===== src/rtl/irq_comb_pkg.sv =====
// Notes on behaviour
// - Tx pulse comes from eight channel pending bits
// - Mask-set write of 1 enables channel only
// - Only routed channels drive tx pulse; status readable
// - Completion pointer write raises channel pending
// - Host pointer write clears pending when equal
// - EOI codes 2,0,3 re-arm tx, thresh, misc
// - EOI code 1 re-arms receive completion pulse
// - Mask-clear write of 1 disables channel only
// - Routing all off silences pulse; status still readable
// - Threshold pulse immediate from eight channel bits
// - Threshold routing enable gates both the pulse and the masked status read
// - Threshold pends when free count <= threshold
// - Rx mask clear or routing clear stops pulse
// - Misc pulse from four sources, routed and readable
// - Stats and host error enabled by mask set
// - Stats pends while any counter >= 0x80000000
// - Host error sticky until reset; raw/masked readable
// - Six transmit descriptor error conditions
// - Four receive descriptor error conditions
// - Host error mask clear stops propagation
// - Link change on monitored PHY, if enabled, captured
// - User access start bit falling, if masked in, captured
package irq_comb_pkg;
	// Channel and word widths
	localparam int NCH = 8;
	localparam int AW = 8;
	localparam int DW = 32;
	// Register offsets (byte addresses)
	localparam logic [AW-1:0] A_TX_RAW = 8'h00;
	localparam logic [AW-1:0] A_TX_MSK = 8'h04;
	localparam logic [AW-1:0] A_TX_SET = 8'h08;
	localparam logic [AW-1:0] A_TX_CLR = 8'h0C;
	localparam logic [AW-1:0] A_TX_EN = 8'h10;
	localparam logic [AW-1:0] A_TX_STAT = 8'h14;
	localparam logic [AW-1:0] A_RX_SET = 8'h18;
	localparam logic [AW-1:0] A_RX_CLR = 8'h1C;
	localparam logic [AW-1:0] A_TH_EN = 8'h20;
	localparam logic [AW-1:0] A_TH_STAT = 8'h24;
	localparam logic [AW-1:0] A_DMA_SET = 8'h28;
	localparam logic [AW-1:0] A_DMA_CLR = 8'h2C;
	localparam logic [AW-1:0] A_DMA_RAW = 8'h30;
	localparam logic [AW-1:0] A_DMA_MSK = 8'h34;
	localparam logic [AW-1:0] A_MISC_EN = 8'h38;
	localparam logic [AW-1:0] A_MISC_STAT = 8'h3C;
	localparam logic [AW-1:0] A_EOI = 8'h40;
	localparam logic [AW-1:0] A_RX_STAT = 8'h44;
	localparam logic [AW-1:0] A_RX_EN = 8'h48;
	localparam logic [AW-1:0] A_LINK_CAP = 8'h4C;
	localparam logic [AW-1:0] A_USER_CAP = 8'h50;
	localparam logic [AW-1:0] A_LINK_EN = 8'h54;
	localparam logic [AW-1:0] A_USER_EN = 8'h58;
	// Per-channel pointer base: 0x80 + 4*ch (tx), 0xC0 + 4*ch (rx)
	localparam logic [AW-1:0] A_TX_CP = 8'h80;
	localparam logic [AW-1:0] A_RX_CP = 8'hC0;
	localparam logic [AW-1:0] A_CP_MASK = 8'hE0;
	// DMA mask bit positions
	localparam int B_STAT = 0;
	localparam int B_HOST = 1;
	// Misc source bit positions
	localparam int M_STAT = 0;
	localparam int M_HOST = 1;
	localparam int M_LINK = 2;
	localparam int M_USER = 3;
	// End-of-interrupt codes
	localparam logic [1:0] EOI_TH = 2'h0;
	localparam logic [1:0] EOI_RX = 2'h1;
	localparam logic [1:0] EOI_TX = 2'h2;
	localparam logic [1:0] EOI_MISC = 2'h3;
	// Statistics overflow threshold
	localparam logic [DW-1:0] STAT_HALF = 32'h80000000;
	// Reset value of registers
	localparam logic [DW-1:0] ZERO = 32'h00000000;
endpackage


===== src/rtl/irq_comb_if.sv =====
`timescale 1ns/100ps
// Classic Wishbone between driver end and combiner
interface irq_comb_if;
	import irq_comb_pkg::*;
	logic cyc;
	logic stb;
	logic we;
	logic [3:0] sel;
	logic [AW-1:0] adr;
	logic [DW-1:0] dat_w;
	logic [DW-1:0] dat_r;
	logic ack;
	modport dev (input cyc, stb, we, sel, adr, dat_w, output dat_r, ack);
	modport host (output cyc, stb, we, sel, adr, dat_w, input dat_r, ack);
endinterface


===== src/rtl/irq_combiner.sv =====
// The register offsets and the Wishbone interface to the registers were chosen for this implementation.
`timescale 1ns/100ps
module irq_combiner
	import irq_comb_pkg::*;
(
	// Clock, reset, enable
	input wire logic mclk,
	input wire logic rst_b,
	input wire logic ce,
	// Software side
	irq_comb_if.dev bus,
	// DMA completion write-back strobes
	input wire logic tx_done_stb,
	input wire logic rx_done_stb,
	input wire logic [2:0] done_ch,
	input wire logic [DW-1:0] done_addr,
	// Receive buffer accounting
	input wire logic [NCH*16-1:0] rx_free_buffer_count,
	input wire logic [NCH*16-1:0] rx_pending_threshold,
	// Statistics counters
	input wire logic stat_any_high,
	// Descriptor checks, one-cycle strobe with decoded fields
	input wire logic desc_chk_stb,
	input wire logic desc_is_rx,
	input wire logic first_buffer_flag,
	input wire logic last_buffer_flag,
	input wire logic sop_err,
	input wire logic own_flag,
	input wire logic [DW-1:0] next_ptr,
	input wire logic [DW-1:0] buf_ptr,
	input wire logic [15:0] buf_len,
	input wire logic [15:0] buf_off,
	input wire logic pkt_len_err,
	// PHY management events
	input wire logic link_change,
	input wire logic [4:0] link_phy,
	input wire logic [4:0] monitored_phy_address,
	input wire logic access_start,
	// Pulse outputs
	output logic tx_irq_pulse,
	output logic rx_irq_pulse,
	output logic rx_low_buffer_irq_pulse,
	output logic misc_irq_pulse
);
	////////////////////////////////////////////////////////////////
	// Declarations
	logic [NCH-1:0] tx_mask; // Channel mask
	logic [NCH-1:0] rx_mask; // Receive mask
	logic [NCH-1:0] tx_en; // Routing enables
	logic [NCH-1:0] rx_en;
	logic [NCH-1:0] th_en;
	logic [3:0] misc_en;
	logic [1:0] dma_mask; // Stats and host error masks
	logic [NCH-1:0] tx_channel_pending; // Raw pending
	logic [NCH-1:0] rx_pend;
	logic [NCH-1:0] rx_low_buffer_pending;
	logic [DW-1:0] tx_cp [NCH]; // Completion pointers
	logic [DW-1:0] rx_cp [NCH];
	logic descriptor_error_pending;
	logic link_en;
	logic user_en;
	logic link_irq_masked_capture;
	logic user_access_masked_capture;
	logic start_q; // Start bit history
	logic [3:0] armed; // Pulse armed per output
	logic [NCH-1:0] tx_irq_masked_status;
	logic [NCH-1:0] tx_stat;
	logic [NCH-1:0] rx_stat;
	logic [NCH-1:0] rx_low_buffer_masked_status;
	logic [3:0] dma_misc_raw_status;
	logic [3:0] misc_stat;
	logic [3:0] any;
	logic wr;
	logic rd;
	logic [2:0] cp_ch;
	logic desc_err;

	// Bit set or clear for writes of 1 only
	function automatic logic [NCH-1:0] upd(input logic [NCH-1:0] cur, input logic [NCH-1:0] d, input logic set);
		upd = set ? (cur | d) : (cur & ~d);
	endfunction

	////////////////////////////////////////////////////////////////
	// Bus decode
	// Write lands at the edge where the master samples ack high
	assign wr = bus.cyc && bus.stb && bus.we && bus.ack && ce;
	assign rd = bus.cyc && bus.stb && !bus.we && !bus.ack && ce;
	assign cp_ch = bus.adr[4:2];

	// Acknowledge one cycle after request
	always_ff @(posedge mclk or negedge rst_b) begin
		if (!rst_b) begin
			bus.ack <= 1'b0;
		end else if (ce) begin
			bus.ack <= bus.cyc && bus.stb && !bus.ack;
		end
	end

	////////////////////////////////////////////////////////////////
	// Mask and routing registers
	always_ff @(posedge mclk or negedge rst_b) begin
		if (!rst_b) begin
			tx_mask <= '0;
			rx_mask <= '0;
			tx_en <= '0;
			rx_en <= '0;
			th_en <= '0;
			misc_en <= '0;
			dma_mask <= '0;
			link_en <= 1'b0;
			user_en <= 1'b0;
		end else if (wr) begin
			case (bus.adr)
				A_TX_SET: tx_mask <= upd(tx_mask, bus.dat_w[NCH-1:0], 1'b1);
				A_TX_CLR: tx_mask <= upd(tx_mask, bus.dat_w[NCH-1:0], 1'b0);
				A_RX_SET: rx_mask <= upd(rx_mask, bus.dat_w[NCH-1:0], 1'b1);
				A_RX_CLR: rx_mask <= upd(rx_mask, bus.dat_w[NCH-1:0], 1'b0);
				A_TX_EN: tx_en <= bus.dat_w[NCH-1:0];
				A_RX_EN: rx_en <= bus.dat_w[NCH-1:0];
				A_TH_EN: th_en <= bus.dat_w[NCH-1:0];
				A_MISC_EN: misc_en <= bus.dat_w[3:0];
				A_DMA_SET: dma_mask <= dma_mask | bus.dat_w[1:0];
				A_DMA_CLR: dma_mask <= dma_mask & ~bus.dat_w[1:0];
				A_LINK_EN: link_en <= bus.dat_w[0];
				A_USER_EN: user_en <= bus.dat_w[0];
				default: ;
			endcase
		end
	end

	////////////////////////////////////////////////////////////////
	// Completion pointers and pending; device write wins over host
	always_ff @(posedge mclk or negedge rst_b) begin
		if (!rst_b) begin
			tx_channel_pending <= '0;
			rx_pend <= '0;
			for (int i = 0; i < NCH; i++) begin
				tx_cp[i] <= ZERO;
				rx_cp[i] <= ZERO;
			end
		end else if (ce) begin
			if (wr && (bus.adr & A_CP_MASK) == A_TX_CP && bus.dat_w == tx_cp[cp_ch]) begin
				tx_channel_pending[cp_ch] <= 1'b0;
			end
			if (wr && (bus.adr & A_CP_MASK) == A_RX_CP && bus.dat_w == rx_cp[cp_ch]) begin
				rx_pend[cp_ch] <= 1'b0;
			end
			if (tx_done_stb) begin
				tx_cp[done_ch] <= done_addr;
				tx_channel_pending[done_ch] <= 1'b1;
			end
			if (rx_done_stb) begin
				rx_cp[done_ch] <= done_addr;
				rx_pend[done_ch] <= 1'b1;
			end
		end
	end

	////////////////////////////////////////////////////////////////
	// Threshold compare per channel
	always_comb begin
		for (int i = 0; i < NCH; i++) begin
			rx_low_buffer_pending[i] = rx_free_buffer_count[i*16 +: 16] <= rx_pending_threshold[i*16 +: 16];
		end
	end

	////////////////////////////////////////////////////////////////
	// Descriptor errors: sticky until reset
	assign desc_err = desc_is_rx ?
		(!own_flag || buf_ptr == ZERO || (!first_buffer_flag && buf_len == '0) ||
		(first_buffer_flag && buf_len <= buf_off)) :
		(sop_err || (first_buffer_flag && !own_flag) || (!last_buffer_flag && next_ptr == ZERO) ||
		buf_ptr == ZERO || buf_len == '0 || pkt_len_err);

	always_ff @(posedge mclk or negedge rst_b) begin
		if (!rst_b) begin
			descriptor_error_pending <= 1'b0;
		end else if (ce && desc_chk_stb && desc_err) begin
			descriptor_error_pending <= 1'b1;
		end
	end

	////////////////////////////////////////////////////////////////
	// PHY management captures; clear on write 1, set wins
	always_ff @(posedge mclk or negedge rst_b) begin
		if (!rst_b) begin
			start_q <= 1'b0;
			link_irq_masked_capture <= 1'b0;
			user_access_masked_capture <= 1'b0;
		end else if (ce) begin
			start_q <= access_start;
			if (wr && bus.adr == A_LINK_CAP && bus.dat_w[0]) begin
				link_irq_masked_capture <= 1'b0;
			end
			if (wr && bus.adr == A_USER_CAP && bus.dat_w[0]) begin
				user_access_masked_capture <= 1'b0;
			end
			if (link_change && link_phy == monitored_phy_address && link_en) begin
				link_irq_masked_capture <= 1'b1;
			end
			if (start_q && !access_start && user_en) begin
				user_access_masked_capture <= 1'b1;
			end
		end
	end

	////////////////////////////////////////////////////////////////
	// Status and routing
	assign tx_irq_masked_status = tx_channel_pending & tx_mask;
	assign tx_stat = tx_irq_masked_status & tx_en;
	assign rx_stat = rx_pend & rx_mask & rx_en;
	assign rx_low_buffer_masked_status = rx_low_buffer_pending & rx_mask & th_en;
	assign dma_misc_raw_status = {user_access_masked_capture, link_irq_masked_capture,
		descriptor_error_pending, stat_any_high};
	assign misc_stat = dma_misc_raw_status & {2'b11, dma_mask} & misc_en;
	// Indexed by end-of-interrupt code: 0 thresh, 1 rx, 2 tx, 3 misc
	assign any = {|misc_stat, |tx_stat, |rx_stat, |rx_low_buffer_masked_status};

	////////////////////////////////////////////////////////////////
	// Pulse generation: one pulse, re-armed by EOI
	always_ff @(posedge mclk or negedge rst_b) begin
		if (!rst_b) begin
			armed <= 4'hF;
			tx_irq_pulse <= 1'b0;
			rx_irq_pulse <= 1'b0;
			rx_low_buffer_irq_pulse <= 1'b0;
			misc_irq_pulse <= 1'b0;
		end else if (ce) begin
			rx_irq_pulse <= armed[EOI_RX] && any[EOI_RX];
			tx_irq_pulse <= armed[EOI_TX] && any[EOI_TX];
			rx_low_buffer_irq_pulse <= armed[EOI_TH] && any[EOI_TH];
			misc_irq_pulse <= armed[EOI_MISC] && any[EOI_MISC];
			for (int i = 0; i < 4; i++) begin
				if (armed[i] && any[i]) begin
					armed[i] <= 1'b0;
				end
			end
			if (wr && bus.adr == A_EOI) begin
				armed[bus.dat_w[1:0]] <= 1'b1;
			end
		end
	end

	////////////////////////////////////////////////////////////////
	// Read data
	always_ff @(posedge mclk or negedge rst_b) begin
		if (!rst_b) begin
			bus.dat_r <= ZERO;
		end else if (rd) begin
			bus.dat_r <= ZERO;
			case (bus.adr)
				A_TX_RAW: bus.dat_r[NCH-1:0] <= tx_channel_pending;
				A_TX_MSK: bus.dat_r[NCH-1:0] <= tx_irq_masked_status;
				A_TX_SET, A_TX_CLR: bus.dat_r[NCH-1:0] <= tx_mask;
				A_RX_SET, A_RX_CLR: bus.dat_r[NCH-1:0] <= rx_mask;
				A_TX_EN: bus.dat_r[NCH-1:0] <= tx_en;
				A_RX_EN: bus.dat_r[NCH-1:0] <= rx_en;
				A_TX_STAT: bus.dat_r[NCH-1:0] <= tx_stat;
				A_RX_STAT: bus.dat_r[NCH-1:0] <= rx_stat;
				A_TH_EN: bus.dat_r[NCH-1:0] <= th_en;
				A_TH_STAT: bus.dat_r[NCH-1:0] <= rx_low_buffer_masked_status;
				A_DMA_SET, A_DMA_CLR: bus.dat_r[1:0] <= dma_mask;
				A_DMA_RAW: bus.dat_r[3:0] <= dma_misc_raw_status;
				A_DMA_MSK: bus.dat_r[3:0] <= dma_misc_raw_status & {2'b11, dma_mask};
				A_MISC_EN: bus.dat_r[3:0] <= misc_en;
				A_MISC_STAT: bus.dat_r[3:0] <= misc_stat;
				A_LINK_CAP: bus.dat_r[0] <= link_irq_masked_capture;
				A_USER_CAP: bus.dat_r[0] <= user_access_masked_capture;
				A_LINK_EN: bus.dat_r[0] <= link_en;
				A_USER_EN: bus.dat_r[0] <= user_en;
				default: begin
					if ((bus.adr & A_CP_MASK) == A_TX_CP) begin
						bus.dat_r <= tx_cp[cp_ch];
					end else if ((bus.adr & A_CP_MASK) == A_RX_CP) begin
						bus.dat_r <= rx_cp[cp_ch];
					end
				end
			endcase
		end
	end
endmodule


===== src/flat_wrapper.sv =====
// flat-port wrapper written by rule: the top's interface ports become plain ports
module irq_combiner_flat import irq_comb_pkg::*;
  (mclk, rst_b, ce, tx_done_stb, rx_done_stb, done_ch, done_addr, rx_free_buffer_count, rx_pending_threshold, stat_any_high, desc_chk_stb, desc_is_rx, first_buffer_flag, last_buffer_flag, sop_err, own_flag, next_ptr, buf_ptr, buf_len, buf_off, pkt_len_err, link_change, link_phy, monitored_phy_address, access_start, tx_irq_pulse, rx_irq_pulse, rx_low_buffer_irq_pulse, misc_irq_pulse, bus_cyc, bus_stb, bus_we, bus_sel, bus_adr, bus_dat_w, bus_dat_r, bus_ack);
  irq_comb_if bus_i ();
  input wire logic mclk;
  input wire logic rst_b;
  input wire logic ce;
  input wire logic tx_done_stb;
  input wire logic rx_done_stb;
  input wire logic [2:0] done_ch;
  input wire logic [DW-1:0] done_addr;
  input wire logic [NCH*16-1:0] rx_free_buffer_count;
  input wire logic [NCH*16-1:0] rx_pending_threshold;
  input wire logic stat_any_high;
  input wire logic desc_chk_stb;
  input wire logic desc_is_rx;
  input wire logic first_buffer_flag;
  input wire logic last_buffer_flag;
  input wire logic sop_err;
  input wire logic own_flag;
  input wire logic [DW-1:0] next_ptr;
  input wire logic [DW-1:0] buf_ptr;
  input wire logic [15:0] buf_len;
  input wire logic [15:0] buf_off;
  input wire logic pkt_len_err;
  input wire logic link_change;
  input wire logic [4:0] link_phy;
  input wire logic [4:0] monitored_phy_address;
  input wire logic access_start;
  output logic tx_irq_pulse;
  output logic rx_irq_pulse;
  output logic rx_low_buffer_irq_pulse;
  output logic misc_irq_pulse;
  input wire logic [$bits(bus_i.cyc)-1:0] bus_cyc;
  input wire logic [$bits(bus_i.stb)-1:0] bus_stb;
  input wire logic [$bits(bus_i.we)-1:0] bus_we;
  input wire logic [$bits(bus_i.sel)-1:0] bus_sel;
  input wire logic [$bits(bus_i.adr)-1:0] bus_adr;
  input wire logic [$bits(bus_i.dat_w)-1:0] bus_dat_w;
  output wire logic [$bits(bus_i.dat_r)-1:0] bus_dat_r;
  output wire logic [$bits(bus_i.ack)-1:0] bus_ack;
  assign bus_i.cyc = bus_cyc;
  assign bus_i.stb = bus_stb;
  assign bus_i.we = bus_we;
  assign bus_i.sel = bus_sel;
  assign bus_i.adr = bus_adr;
  assign bus_i.dat_w = bus_dat_w;
  assign bus_dat_r = bus_i.dat_r;
  assign bus_ack = bus_i.ack;
  irq_combiner u_core (.mclk(mclk), .rst_b(rst_b), .ce(ce), .bus(bus_i), .tx_done_stb(tx_done_stb), .rx_done_stb(rx_done_stb), .done_ch(done_ch), .done_addr(done_addr), .rx_free_buffer_count(rx_free_buffer_count), .rx_pending_threshold(rx_pending_threshold), .stat_any_high(stat_any_high), .desc_chk_stb(desc_chk_stb), .desc_is_rx(desc_is_rx), .first_buffer_flag(first_buffer_flag), .last_buffer_flag(last_buffer_flag), .sop_err(sop_err), .own_flag(own_flag), .next_ptr(next_ptr), .buf_ptr(buf_ptr), .buf_len(buf_len), .buf_off(buf_off), .pkt_len_err(pkt_len_err), .link_change(link_change), .link_phy(link_phy), .monitored_phy_address(monitored_phy_address), .access_start(access_start), .tx_irq_pulse(tx_irq_pulse), .rx_irq_pulse(rx_irq_pulse), .rx_low_buffer_irq_pulse(rx_low_buffer_irq_pulse), .misc_irq_pulse(misc_irq_pulse));
endmodule

===== config.mk =====
export PLATFORM = sky130hd
export DESIGN_NAME = irq_combiner_flat
export DESIGN_NICKNAME = d
export VERILOG_FILES = /design/src/rtl/irq_comb_pkg.sv /design/src/rtl/irq_comb_if.sv /design/src/rtl/irq_combiner.sv /design/src/flat_wrapper.sv
export SDC_FILE = /design/constraint.sdc
export NUM_CORES = 1
export LEC_CHECK = 0
export BUFFER_PORTS_ARGS = -buffer_cell sky130_fd_sc_hd__buf_2
export CORE_UTILIZATION = 55
export DETAILED_ROUTE_END_ITERATION = 16
export GPL_ROUTABILITY_DRIVEN = 0
export PLACE_DENSITY_LB_ADDON = 0.05
export SLEW_MARGIN = 25
export SYNTH_ARGS = -nofsm -noshare
export SYNTH_HDL_FRONTEND = slang
export SYNTH_SLANG_ARGS = --single-unit

===== constraint.sdc =====
create_clock -name mclk -period 2.9 [get_ports mclk]
set_input_delay 0.29 -clock mclk [delete_from_list [all_inputs] [get_ports mclk]]
set_output_delay 0.29 -clock mclk [all_outputs]
set_load 0.005 [all_outputs]

### Word-level counts from Yosys, hierarchy flattened

Index checks and enable logic that the tools add are counted.

* bits in registers: 621
* bits of input ports: 459
* output and inout port bits: 37
* word-level logic and storage cells: 235

* order comparisons: 18
* equal/unequal tests: 27
* mux-type cells: 46
* bitwise operators: 24
* reduce and logical (&&, ||, !) cells: 82

Operator list (number)
* bitwise mux 256 bit: 2
* two-way mux 32 bit: 7
* binary-select mux 32 bit (select 3 bit): 2
* less-or-equal comparator 16 bit: 9
* demux 32 bit (select 3 bit): 1
* AND 8 bit: 10
* == test 32 bit: 2
* == test 8 x 6 -> 1 bit, second input constant: 8
* zero test 32 bit: 2
* == test 8 x 7 -> 1 bit, second input constant: 7
* two-way mux 8 bit: 6
* case mux 4 bit (11 select lines): 1
* logical AND 1 bit: 35
* == test 8 x 5 -> 1 bit, second input constant: 4
* OR 8 bit: 4
* case mux 8 bit (2 select lines): 2
* case mux 2 bit (15 select lines): 1
* AND reduction 2 bit: 13
* two-way mux 24 bit: 1
* OR reduction 8 bit: 3
* OR reduction 22 bit: 1
* case mux 1 bit (19 select lines): 1
* == test 8 x 4 -> 1 bit, second input constant: 2
* zero test 16 bit: 1
* other kinds (30): 72

### Logic depth before layout (Yosys ltp)

Gate-level depths: netlist of the first run.

* word-level depth: 10
* gate-level depth with buffers: 13
* gate-level depth less buffers: 10

### Least setup slack after synthesis of the first run

OpenSTA, ideal clock, no wires.

* path type: input to register
* from: input bus_adr[3]
* to: register u_core.tx_channel_pending[0]
* library setup time: 139 ps
* arrival: 2454 ps
* required time: 2761 ps
* path slack: 307 ps
* cell stages on the path: 12
* buffers on the path: 4
* cell sequence: buf_6 -> buf_8 -> buf_6 -> buf_2 -> mux2_2 -> o22ai_1 -> a221oi_1 -> xor2_1 -> nor4_1 -> nand4_1 -> o41ai_1 -> nand2_1

* word-level cells in the longest chain between the ends: 10
* elaborated cells on any way between the ends: 17
* classes of those cells: 2 x order compare; 1 x eq/ne; 8 x mux; 4 x bitwise; 2 x reduce/logical

Ends and longest elaborated chain
* start, declared: RTL line flat_wrapper.sv:38 `input wire logic [$bits(bus_i.adr)-1:0] bus_adr;`
* NOT 3 -> 4 bit (implied by the code), or another cell as far along: RTL line irq_combiner.sv:142 `if (wr && (bus.adr & A_CP_MASK) == A_TX_CP && bus.dat_w == tx_cp[cp_ch]) begin`
* binary-select mux 32 bit (select 3 bit) or logical AND 1 bit (tied branches): RTL line irq_combiner.sv:142, irq_combiner.sv:143
* two-way mux 32 bit (implied by the code) or two-way mux 1 bit (tied branches): RTL line irq_combiner.sv:142, irq_combiner.sv:143
* two-way mux 32 bit (implied by the code) or demux 1 bit (select 3 bit) (tied branches)
* == test 32 bit or NOT 8 bit (tied branches)
* logical AND 1 bit or AND 8 bit (tied branches)
* two-way mux 8 bit *: RTL line irq_combiner.sv:142
* two-way mux 8 bit *: RTL line irq_combiner.sv:141 `end else if (ce) begin`
* OR 8 bit (no line)
* two-way mux 8 bit *: RTL line irq_combiner.sv:148 `if (tx_done_stb) begin`
* end signal, assigned: RTL line irq_combiner.sv:135 `tx_channel_pending <= '0;`
* end signal, assigned by index: RTL line irq_combiner.sv:143 `tx_channel_pending[cp_ch] <= 1'b0;`
* end signal, assigned by index: RTL line irq_combiner.sv:150 `tx_channel_pending[done_ch] <= 1'b1;`
* end, declared: RTL line irq_combiner.sv:54 `logic [NCH-1:0] tx_channel_pending;`

Mark *: on every way between the ends. The rest lies on a longest branch, timed or not. The select of a mux whose other input is x is not followed.
A chain may end at the register's enable or synchronous reset.

### Final worst setup path of the first run

* from: register u_core.tx_cp[205] in the netlist's numbering
* to: register u_core.tx_channel_pending[0]

* word-level cells in the longest chain between the ends: 9

Ends and longest elaborated chain
* start, declared: RTL line irq_combiner.sv:57 `logic [DW-1:0] tx_cp [NCH];`
* start signal, assigned by index: RTL line irq_combiner.sv:149 `tx_cp[done_ch] <= done_addr;`
* binary-select mux 32 bit (select 3 bit) *: RTL line irq_combiner.sv:142
* two-way mux 32 bit (implied by the code) * (2 in series): RTL line irq_combiner.sv:142
* == test 32 bit *: RTL line irq_combiner.sv:142
* logical AND 1 bit *: RTL line irq_combiner.sv:142
* two-way mux 8 bit *: RTL line irq_combiner.sv:142
* two-way mux 8 bit *: RTL line irq_combiner.sv:141
* OR 8 bit (no line)
* two-way mux 8 bit *: RTL line irq_combiner.sv:148

Marked as above.

==> results of run 1 <==
[power groups by stage]
stage	combinational, W	sequential, W	clock [W]
2_1_floorplan	0.00348	0.0112	0
3_3_place_gp	0.00537	0.0114	0
3_5_place_dp	0.00554	0.0115	0
4_1_cts	0.00559	0.0114	0.00940
5_1_grt	0.00602	0.0116	0.00974
6_report	0.00563	0.0114	0.00929
[per-layer routing]
layer,GRT usage,vias up,share of wire
li1,-,11600,-
met1,0.486,13600,0.40
met2,0.593,1448,0.47
met3,0.0740,303,0.085
met4,0.154,8,0.041
met5,0,-,0.00040
[cell type report]
type                       count  area (µm²)
timing repair buffer         725        4670
antenna                        8        20.0
clock inverter                23         354
tap                          782         978
inverter                     175         657
multi-input combinational   1851       16500
sequential                   621       15500
clock buffer                 102        2050
fill                        4532       19500
[sequential cells by signal (all words and copies together), names as in the netlist, 4 cells and up, named ones only]
signal and flops:
u_core.rx_cp 256, u_core.tx_cp 256, u_core.bus.dat_r 32, u_core.rx_en 8, u_core.rx_pend 8, u_core.th_en 8, u_core.tx_channel_pending 8, u_core.tx_en 8
u_core.armed 4, u_core.misc_en 4
[what timing repair did]
| item | CTS | global route |
|---|---|---|
| hold endpoints to repair | 46 | 0 |
| hold buffers | 4 | 0 |
| gates resized for setup | 1 | 4 |
| setup buffers | 0 | 0 |
| endpoints found under the setup margin | 2 | 8 |
[critical path, cell delays in order, from the launching register on]
cell and delay (ns):
dfrtp_1 0.38, mux4_1 0.52, mux2i_2 0.28, xor2_1 0.18, buf_4 0.14, nand4_1 0.11
nor4_2 0.31, nand4_2 0.19, buf_4 0.22, o41ai_1 0.35, nand2_1 0.10
[how the worst max path moves through the flow]
stage                                   end              start  slack, ns  cells after the start
2_1_floorplan  u_core.tx_channel_pending[0]         bus_adr[3]       0.31                     12
3_3_place_gp              u_core.rx_pend[3]         bus_adr[3]      -0.30                     13
3_5_place_dp   u_core.tx_channel_pending[2]         bus_adr[2]      -0.38                     12
4_1_cts        u_core.tx_channel_pending[2]  u_core.tx_cp[193]      0.004                     10
5_1_grt        u_core.tx_channel_pending[6]  u_core.tx_cp[205]      -0.05                     10
6_report       u_core.tx_channel_pending[0]  u_core.tx_cp[205]     0.0003                     10
[kinds of logic after synthesis]
kind of cell / share of synthesized area
DFF: 0.464
AOI/OAI and AO/OA: 0.0929
buffers and inverters: 0.0475
adders and majority gates: 0.0538
xor gates and xnor gates: 0.0159
and+or+nand+nor: 0.0664
muxes: 0.260
[Yosys cell counts, types with 50 or more instances]
library cell | number | area share
mux2_2 | 623 | 0.21
dfrtp_1 | 617 | 0.46
mux2i_1 | 93 | 0.028
nor2_1 | 85 | 0.0095
o22ai_1 | 61 | 0.011
inv_1 | 174 | 0.019
o21ai_0 | 74 | 0.011
nand4_1 | 50 | 0.0093
clkbuf_1 | 119 | 0.013
nand2_1 | 132 | 0.015
ha_1 | 144 | 0.054
a21oi_1 | 77 | 0.011
[per-stage QoR]
stage / hold slack (ns) / cells / total power (W) / TNS [ns] / area, µm²
after CTS: 0.0312 / 4279 / 0.0264 / 0 / 40700
after detailed placement: 0.278 / 4150 / 0.0171 / -4.96 / 38300
after global placement: 0.272 / 4150 / 0.0167 / -4.52 / 38300
final: 0.0672 / 4287 / 0.0263 / 0 / 40800
after global routing: 0.0567 / 4285 / 0.0274 / -0.166 / 40800
after floorplan: -0.00559 / 2827 / 0.0147 / 0 / 33500
[cell usage in the layout, fill, tap and decap left out, drive strengths merged, types with 10 or more instances in the layout]
master	instances
a21oi	77
clkinv	10
a2bb2oi	10
and3	11
mux2	624
nor4	36
nor2b	25
nand2	132
a221oi	17
clkbuf	102
nand4	51
nand3	40
ha	144
a222oi	10
xnor2	32
mux2i	93
o211ai	12
o22ai	64
nor3	26
xor2	29
mux4	32
dfrtp	617
nand2b	10
buf	721
nor2	86
inv	178
a211oi	18
o21ai	81
a21o	28
o21a	26
o221ai	18
a22oi	23
==> summary.txt, run 1 <==
Yosys
  • Post-synthesis register bit count: 621
  • Post-synthesis net count: 3430
  • Proportion of register bits with asynchronous set or reset after synthesis: 1.00
  • Count of warnings emitted by yosys: 0
  • Number of enable-type register cells in the synthesized netlist: 0
  • Predominant post-synthesis flop cell: dfrtp_1
  • Synthesized area per cell: 11.9 µm²
  • Post-synth cell types: 81
  • Post-synthesis sequential area ratio: 0.464
  • Area of the mapped netlist: 33500 µm²
  • Gate count after technology mapping: 2827

CTS
  • Reg clk slew, reported paths: 0.06 ns
  • Clock network latency to the later pin of the worst-skew pair: 0.62 ns
  • Clock tree buffer depth: 3
  • Clock tree sinks: 621
  • Total clock buffers created by CTS: 68
  • Clock tree from TritonCTS: yes
  • CTS root buffer: clkbuf_16
  • CTS H-tree lvls: 3

Worst setup path
  • Data arrival time of the critical path: 3.37 ns
  • Worst reg2reg setup slack: 0.0003 ns
  • Logic depth of the worst register-to-register path: 10
  • Crit Path Max Fanout: 8
  • Type of destination of the critical path: flip-flop
  • Type of the worst setup path: flip-flop to flip-flop
  • Reg2Reg Capture Point: u_core.tx_channel_pending[0]
  • Worst path required time: 3.37 ns
  • Worst reg2reg path startpoint: u_core.tx_cp[205]
  • Startpoint type of the worst setup path: flip-flop

STA
  • Relative slew slack: 0.402
  • Slew at the pin with the worst max-slew slack: 0.894 ns
  • Final worst path period share: 1.00
  • Max-slew violation total from the final report: 0
  • Hold Vio Cnt, Final: 0
  • Fin crit period: 2.90 ns
  • Final Skew: 0.0350 ns
  • Setup violations, final: 0
  • Final setup margin: 0.000327 ns
  • Max Clock Freq: 345 MHz
  • RSZ-0062 raised after global routing: true

Power and ir drop
  • P_leak: 19.3 nW
  • Clock Power Share: 0.353
  • Internal power: 0.0191 W
  • Switching power as a share of total power: 0.274
  • VDD IR-drop max: 0.507 mV
  • PwrDens: 646 nW/µm²
  • Sw power: 0.00722 W
  • Sequential share of power: 0.433
  • Share of total power in combinational logic: 0.214

Cells and area
  • Fraction of final layout cells with drive strength greater than 1: 0.436
  • Area grow syn2layout: 21.7%
  • Final-stage net count: 4045
  • Share of the core filled with cells in the final layout: 0.677

Floorplan
  • IO Pins: 496
  • Effective utilization at floorplan: 0.556
  • Count of standard-cell rows: 90
  • Vertical extent of the die: 249 µm
  • Die area: 61900 µm²
  • Core area: 60200 µm²
  • Die X-Extent: 249 µm

Detailed routing
  • Per-cell routed wire length: 26.8 µm
  • Number of DRC markers in iteration 0: 3004
  • Number of vias after detailed routing: 26900
  • Residual DRC: 0
  • Vias per Instance: 6.28
  • Detailed Routing Iterations Pass 1: 9
  • Remaining antenna violation count: 0
  • Routed wire length: 115 mm

Global route
  • Global Route Usage Sum: 0.368
  • Via count of the first global-routing pass: 27800
  • Largest net degree at the start of global routing: 102
  • Antenna violations before repair: 12
  • Leftover overflow at the end of global routing: 0
  • Global-route wire length before repair: 172 mm

Hold path
  • Class of the tightest hold or removal check: input pin to flip-flop
  • Hold depth: 3
  • Startpoint of the worst hold path: done_addr[15]
  • End of the worst hold path: u_core.rx_cp[143]

Flow run
  • Max_cap viols: 0

Placement
  • IO buf count: 491
  • DPL Wire Length: 82.7 mm
  • Pre-CTS worst setup slack: -0.380 ns

Status
  • Status: finished clean
No activity file was read; power rests on OpenSTA's default activity.
==> run 2, diff against run 1 <==
--- a/config.mk
+++ b/config.mk
@@ -10,6 +10,7 @@
 export DETAILED_ROUTE_END_ITERATION = 16
 export GPL_ROUTABILITY_DRIVEN = 0
 export PLACE_DENSITY_LB_ADDON = 0.05
+export RECOVER_POWER = 50
 export SLEW_MARGIN = 25
 export SYNTH_ARGS = -nofsm -noshare
 export SYNTH_HDL_FRONTEND = slang
==> summary.txt, run 2 (synthesis results as in run 1) <==
Detailed routing
  • Vias per Instance: 6.29 (+0.14%)
  • Number of DRC markers in iteration 0: 2865 (-4.6%)
  • Remaining antenna violation count: 0 (unchanged)
  • Per-cell routed wire length: 26.7 µm (-0.31%)
  • Detailed Routing Iterations Pass 1: 7 (-2)
  • Residual DRC: 0 (unchanged)
  • Number of vias after detailed routing: 27000 (+0.21%)
  • Routed wire length: 115 mm (-0.24%)

STA
  • Hold Vio Cnt, Final: 0 (unchanged)
  • Setup violations, final: 0 (unchanged)
  • Final worst path period share: 0.997 (-0.00313)
  • Max-slew violation total from the final report: 50 (+50)
  • Fin crit period: 2.89 ns (-0.00907 ns)
  • Slew at the pin with the worst max-slew slack: 1.55 ns (+0.661 ns)
  • RSZ-0062 raised after global routing: true
  • Hold slack: 0.0652 ns (-0.00201 ns)
  • Max Clock Freq: 346 MHz (+0.31%)
  • Final Skew: 0.0339 ns (-0.00111 ns)
  • Relative slew slack: -0.0365 (-0.439)

Power and ir drop
  • Sw power: 0.00720 W (-0.32%)
  • Sequential share of power: 0.434 (about the same)
  • VDD IR-drop max: 0.508 mV (+0.15%)
  • Post-layout total power: 0.0263 W (-0.16%)
  • Switching power as a share of total power: 0.274 (-0.000442)
  • Internal power: 0.0191 W (about the same)
  • P_leak: 19.3 nW (-0.35%)
  • Clock Power Share: 0.353 (about the same)
  • PwrDens: 648 nW/µm² (+0.28%)
  • Share of total power in combinational logic: 0.213 (about the same)

Worst setup path
  • Startpoint type of the worst setup path: flip-flop
  • Type of destination of the critical path: flip-flop
  • Worst setup path startpoint: u_core.tx_cp[205]
  • Worst path required time: 3.38 ns (about the same)
  • Data arrival time of the critical path: 3.37 ns (about the same)
  • Worst reg2reg path startpoint: u_core.tx_cp[205]
  • Crit Path Max Fanout: 8 (unchanged)
  • End of the critical path: u_core.tx_channel_pending[0]
  • Type of the worst setup path: flip-flop to flip-flop
  • Worst reg2reg setup slack: 0.009 ns (about the same)
  • Reg2Reg Capture Point: u_core.tx_channel_pending[0]
  • Logic depth of the worst register-to-register path: 10 (unchanged)

Global route
  • Global-route wire length before repair: 172 mm (unchanged)
  • Leftover overflow at the end of global routing: 0 (unchanged)
  • Grt met3 use: 0.0740 (unchanged)
  • Met1 usage in global routing: 0.486 (unchanged)
  • Antenna violations before repair: 12 (unchanged)
  • Layer carrying the most global-route usage: met2
  • Via count of the first global-routing pass: 27800 (unchanged)
  • Met2 routing resource usage after global routing: 0.593 (unchanged)
  • Global Route Usage Sum: 0.368 (unchanged)
  • Largest net degree at the start of global routing: 102 (unchanged)

Cells and area
  • Final-stage net count: 4045 (unchanged)
  • Area grow syn2layout: 21.2%
  • Commonest non-fill, non-tap cell in the layout: mux2_2
  • Fill cell instance count of the final layout: 4568 (+0.79%)
  • Fin cells: 4290 (+0.070%)
  • Fraction of final layout cells with drive strength greater than 1: 0.431 (-0.00429)
  • Largest registers in the final layout: u_core.rx_cp (256), u_core.tx_cp (256), u_core.bus.dat_r (32)
  • Commonest cells after routing, fill and taps aside: mux2_2 (623), dfrtp_1 (617), buf_2 (487)
  • Fin area: 40600 µm² (-0.43%)

Hold path
  • Hold depth: 4 (+1)
  • Class of the tightest hold or removal check: input pin to flip-flop
  • Startpoint of the worst hold path: link_phy[3]

Floorplan
  • Core area: 60200 µm² (unchanged)
  • IO Pins: 496 (unchanged)
  • Count of standard-cell rows: 90 (unchanged)
  • Effective utilization at floorplan: 0.556 (unchanged)
  • Die area: 61900 µm² (unchanged)
  • Vertical extent of the die: 249 µm (unchanged)
  • Die X-Extent: 249 µm (unchanged)

Placement
  • Placed cell areas: 38300 µm² (unchanged)
  • DPL Wire Length: 82.7 mm (unchanged)
  • IO buf count: 491 (unchanged)
  • Number of placed cells counting well taps: 4150 (unchanged)

CTS
  • CTS root buffer: clkbuf_16
  • Reg clk slew, reported paths: 0.06 ns (about the same)
  • Clock tree sinks: 621 (unchanged)
  • Clock tree from TritonCTS: yes
  • Clock network latency to the later pin of the worst-skew pair: 0.62 ns (about the same)
  • CTS H-tree lvls: 3 (unchanged)
  • Clock tree buffer depth: 3 (unchanged)
  • Total clock buffers created by CTS: 68 (unchanged)
  • Setup Buffers After CTS: 0 (unchanged)

Flow run
  • Max_cap viols: 1 (+1)

Status
  • Status: finished, violations left
  • Violated checks: max-capacitance violations, max-slew violations
==> run 2: cell types whose count changed in the layout (fill, tap and decap cells not counted), moves of 6 or more <==
cell,previous run,this run
buf_4,197,185
clkbuf_1,16,27
buf_12,34,25
clkbuf_2,0,6
==> run 2: layout make-up <==
type | count | area (µm²) | area share
Clock buffer | 102 | 2050 | 0.0506
Multi-Input combinational cell | 1851 | 16500 | 0.406
Sequential cell | 621 | 15500 | 0.383
Antenna cell | 11 | 27.5 | 0.000678
Tap cell | 782 | 978 | 0.0241
Timing Repair Buffer | 725 | 4510 | 0.111
Clock inverter | 23 | 354 | 0.00872
Inverter | 175 | 657 | 0.0162
==> run 2: repair_timing <==
item	CTS	global route
cloned	0	0
resized for setup	1	4
hold endpoints to repair	46	0
endpoints found under the setup margin	2	8
hold buffers	4	0
==> run 2: power by group through the flow <==
stage | Sequential, W | Clock, W | Combinational, W
CTS | 0.0114 | 0.00940 | 0.00559
finish | 0.0114 | 0.00928 | 0.00561
global placement | 0.0114 | 0 | 0.00537
floorplan | 0.0112 | 0 | 0.00348
detailed placement | 0.0115 | 0 | 0.00554
global route | 0.0116 | 0.00974 | 0.00599
==> run 2: layer usage <==
metal,part of all wire,up-vias
met2,0.47,1468
met3,0.087,302
met1,0.40,13600
li1,-,11600
met4,0.041,8
met5,0.00040,-
==> run 2: critical path, stage by stage (launching register included) <==
cell     delay, ns
dfrtp_1       0.38
mux4_1        0.52
mux2i_2       0.27
xor2_1        0.18
buf_4         0.14
nand4_1       0.11
nor4_2        0.31
nand4_2       0.19
buf_4         0.22
o41ai_1       0.35
nand2_1       0.10
==> run 2: how the worst min path moves through the flow <==
stage / to
6_report: u_core.link_irq_masked_capture
5_1_grt: u_core.rx_cp[143]
2_1_floorplan: async pin
4_1_cts: u_core.rx_cp[143]
3_5_place_dp: u_core.rx_en[4]
3_3_place_gp: u_core.rx_en[4]
==> run 2: stage by stage <==
stage | setup TNS (ns) | util | setup WS, ns
global placement | -4.52 | 0.636 | -0.296
global route | -0.163 | 0.674 | -0.0481
CTS | 0 | 0.676 | 0.00424
finish | 0 | 0.674 | 0.00939
detailed placement | -4.96 | 0.636 | -0.380
floorplan | 0 | - | 0.307
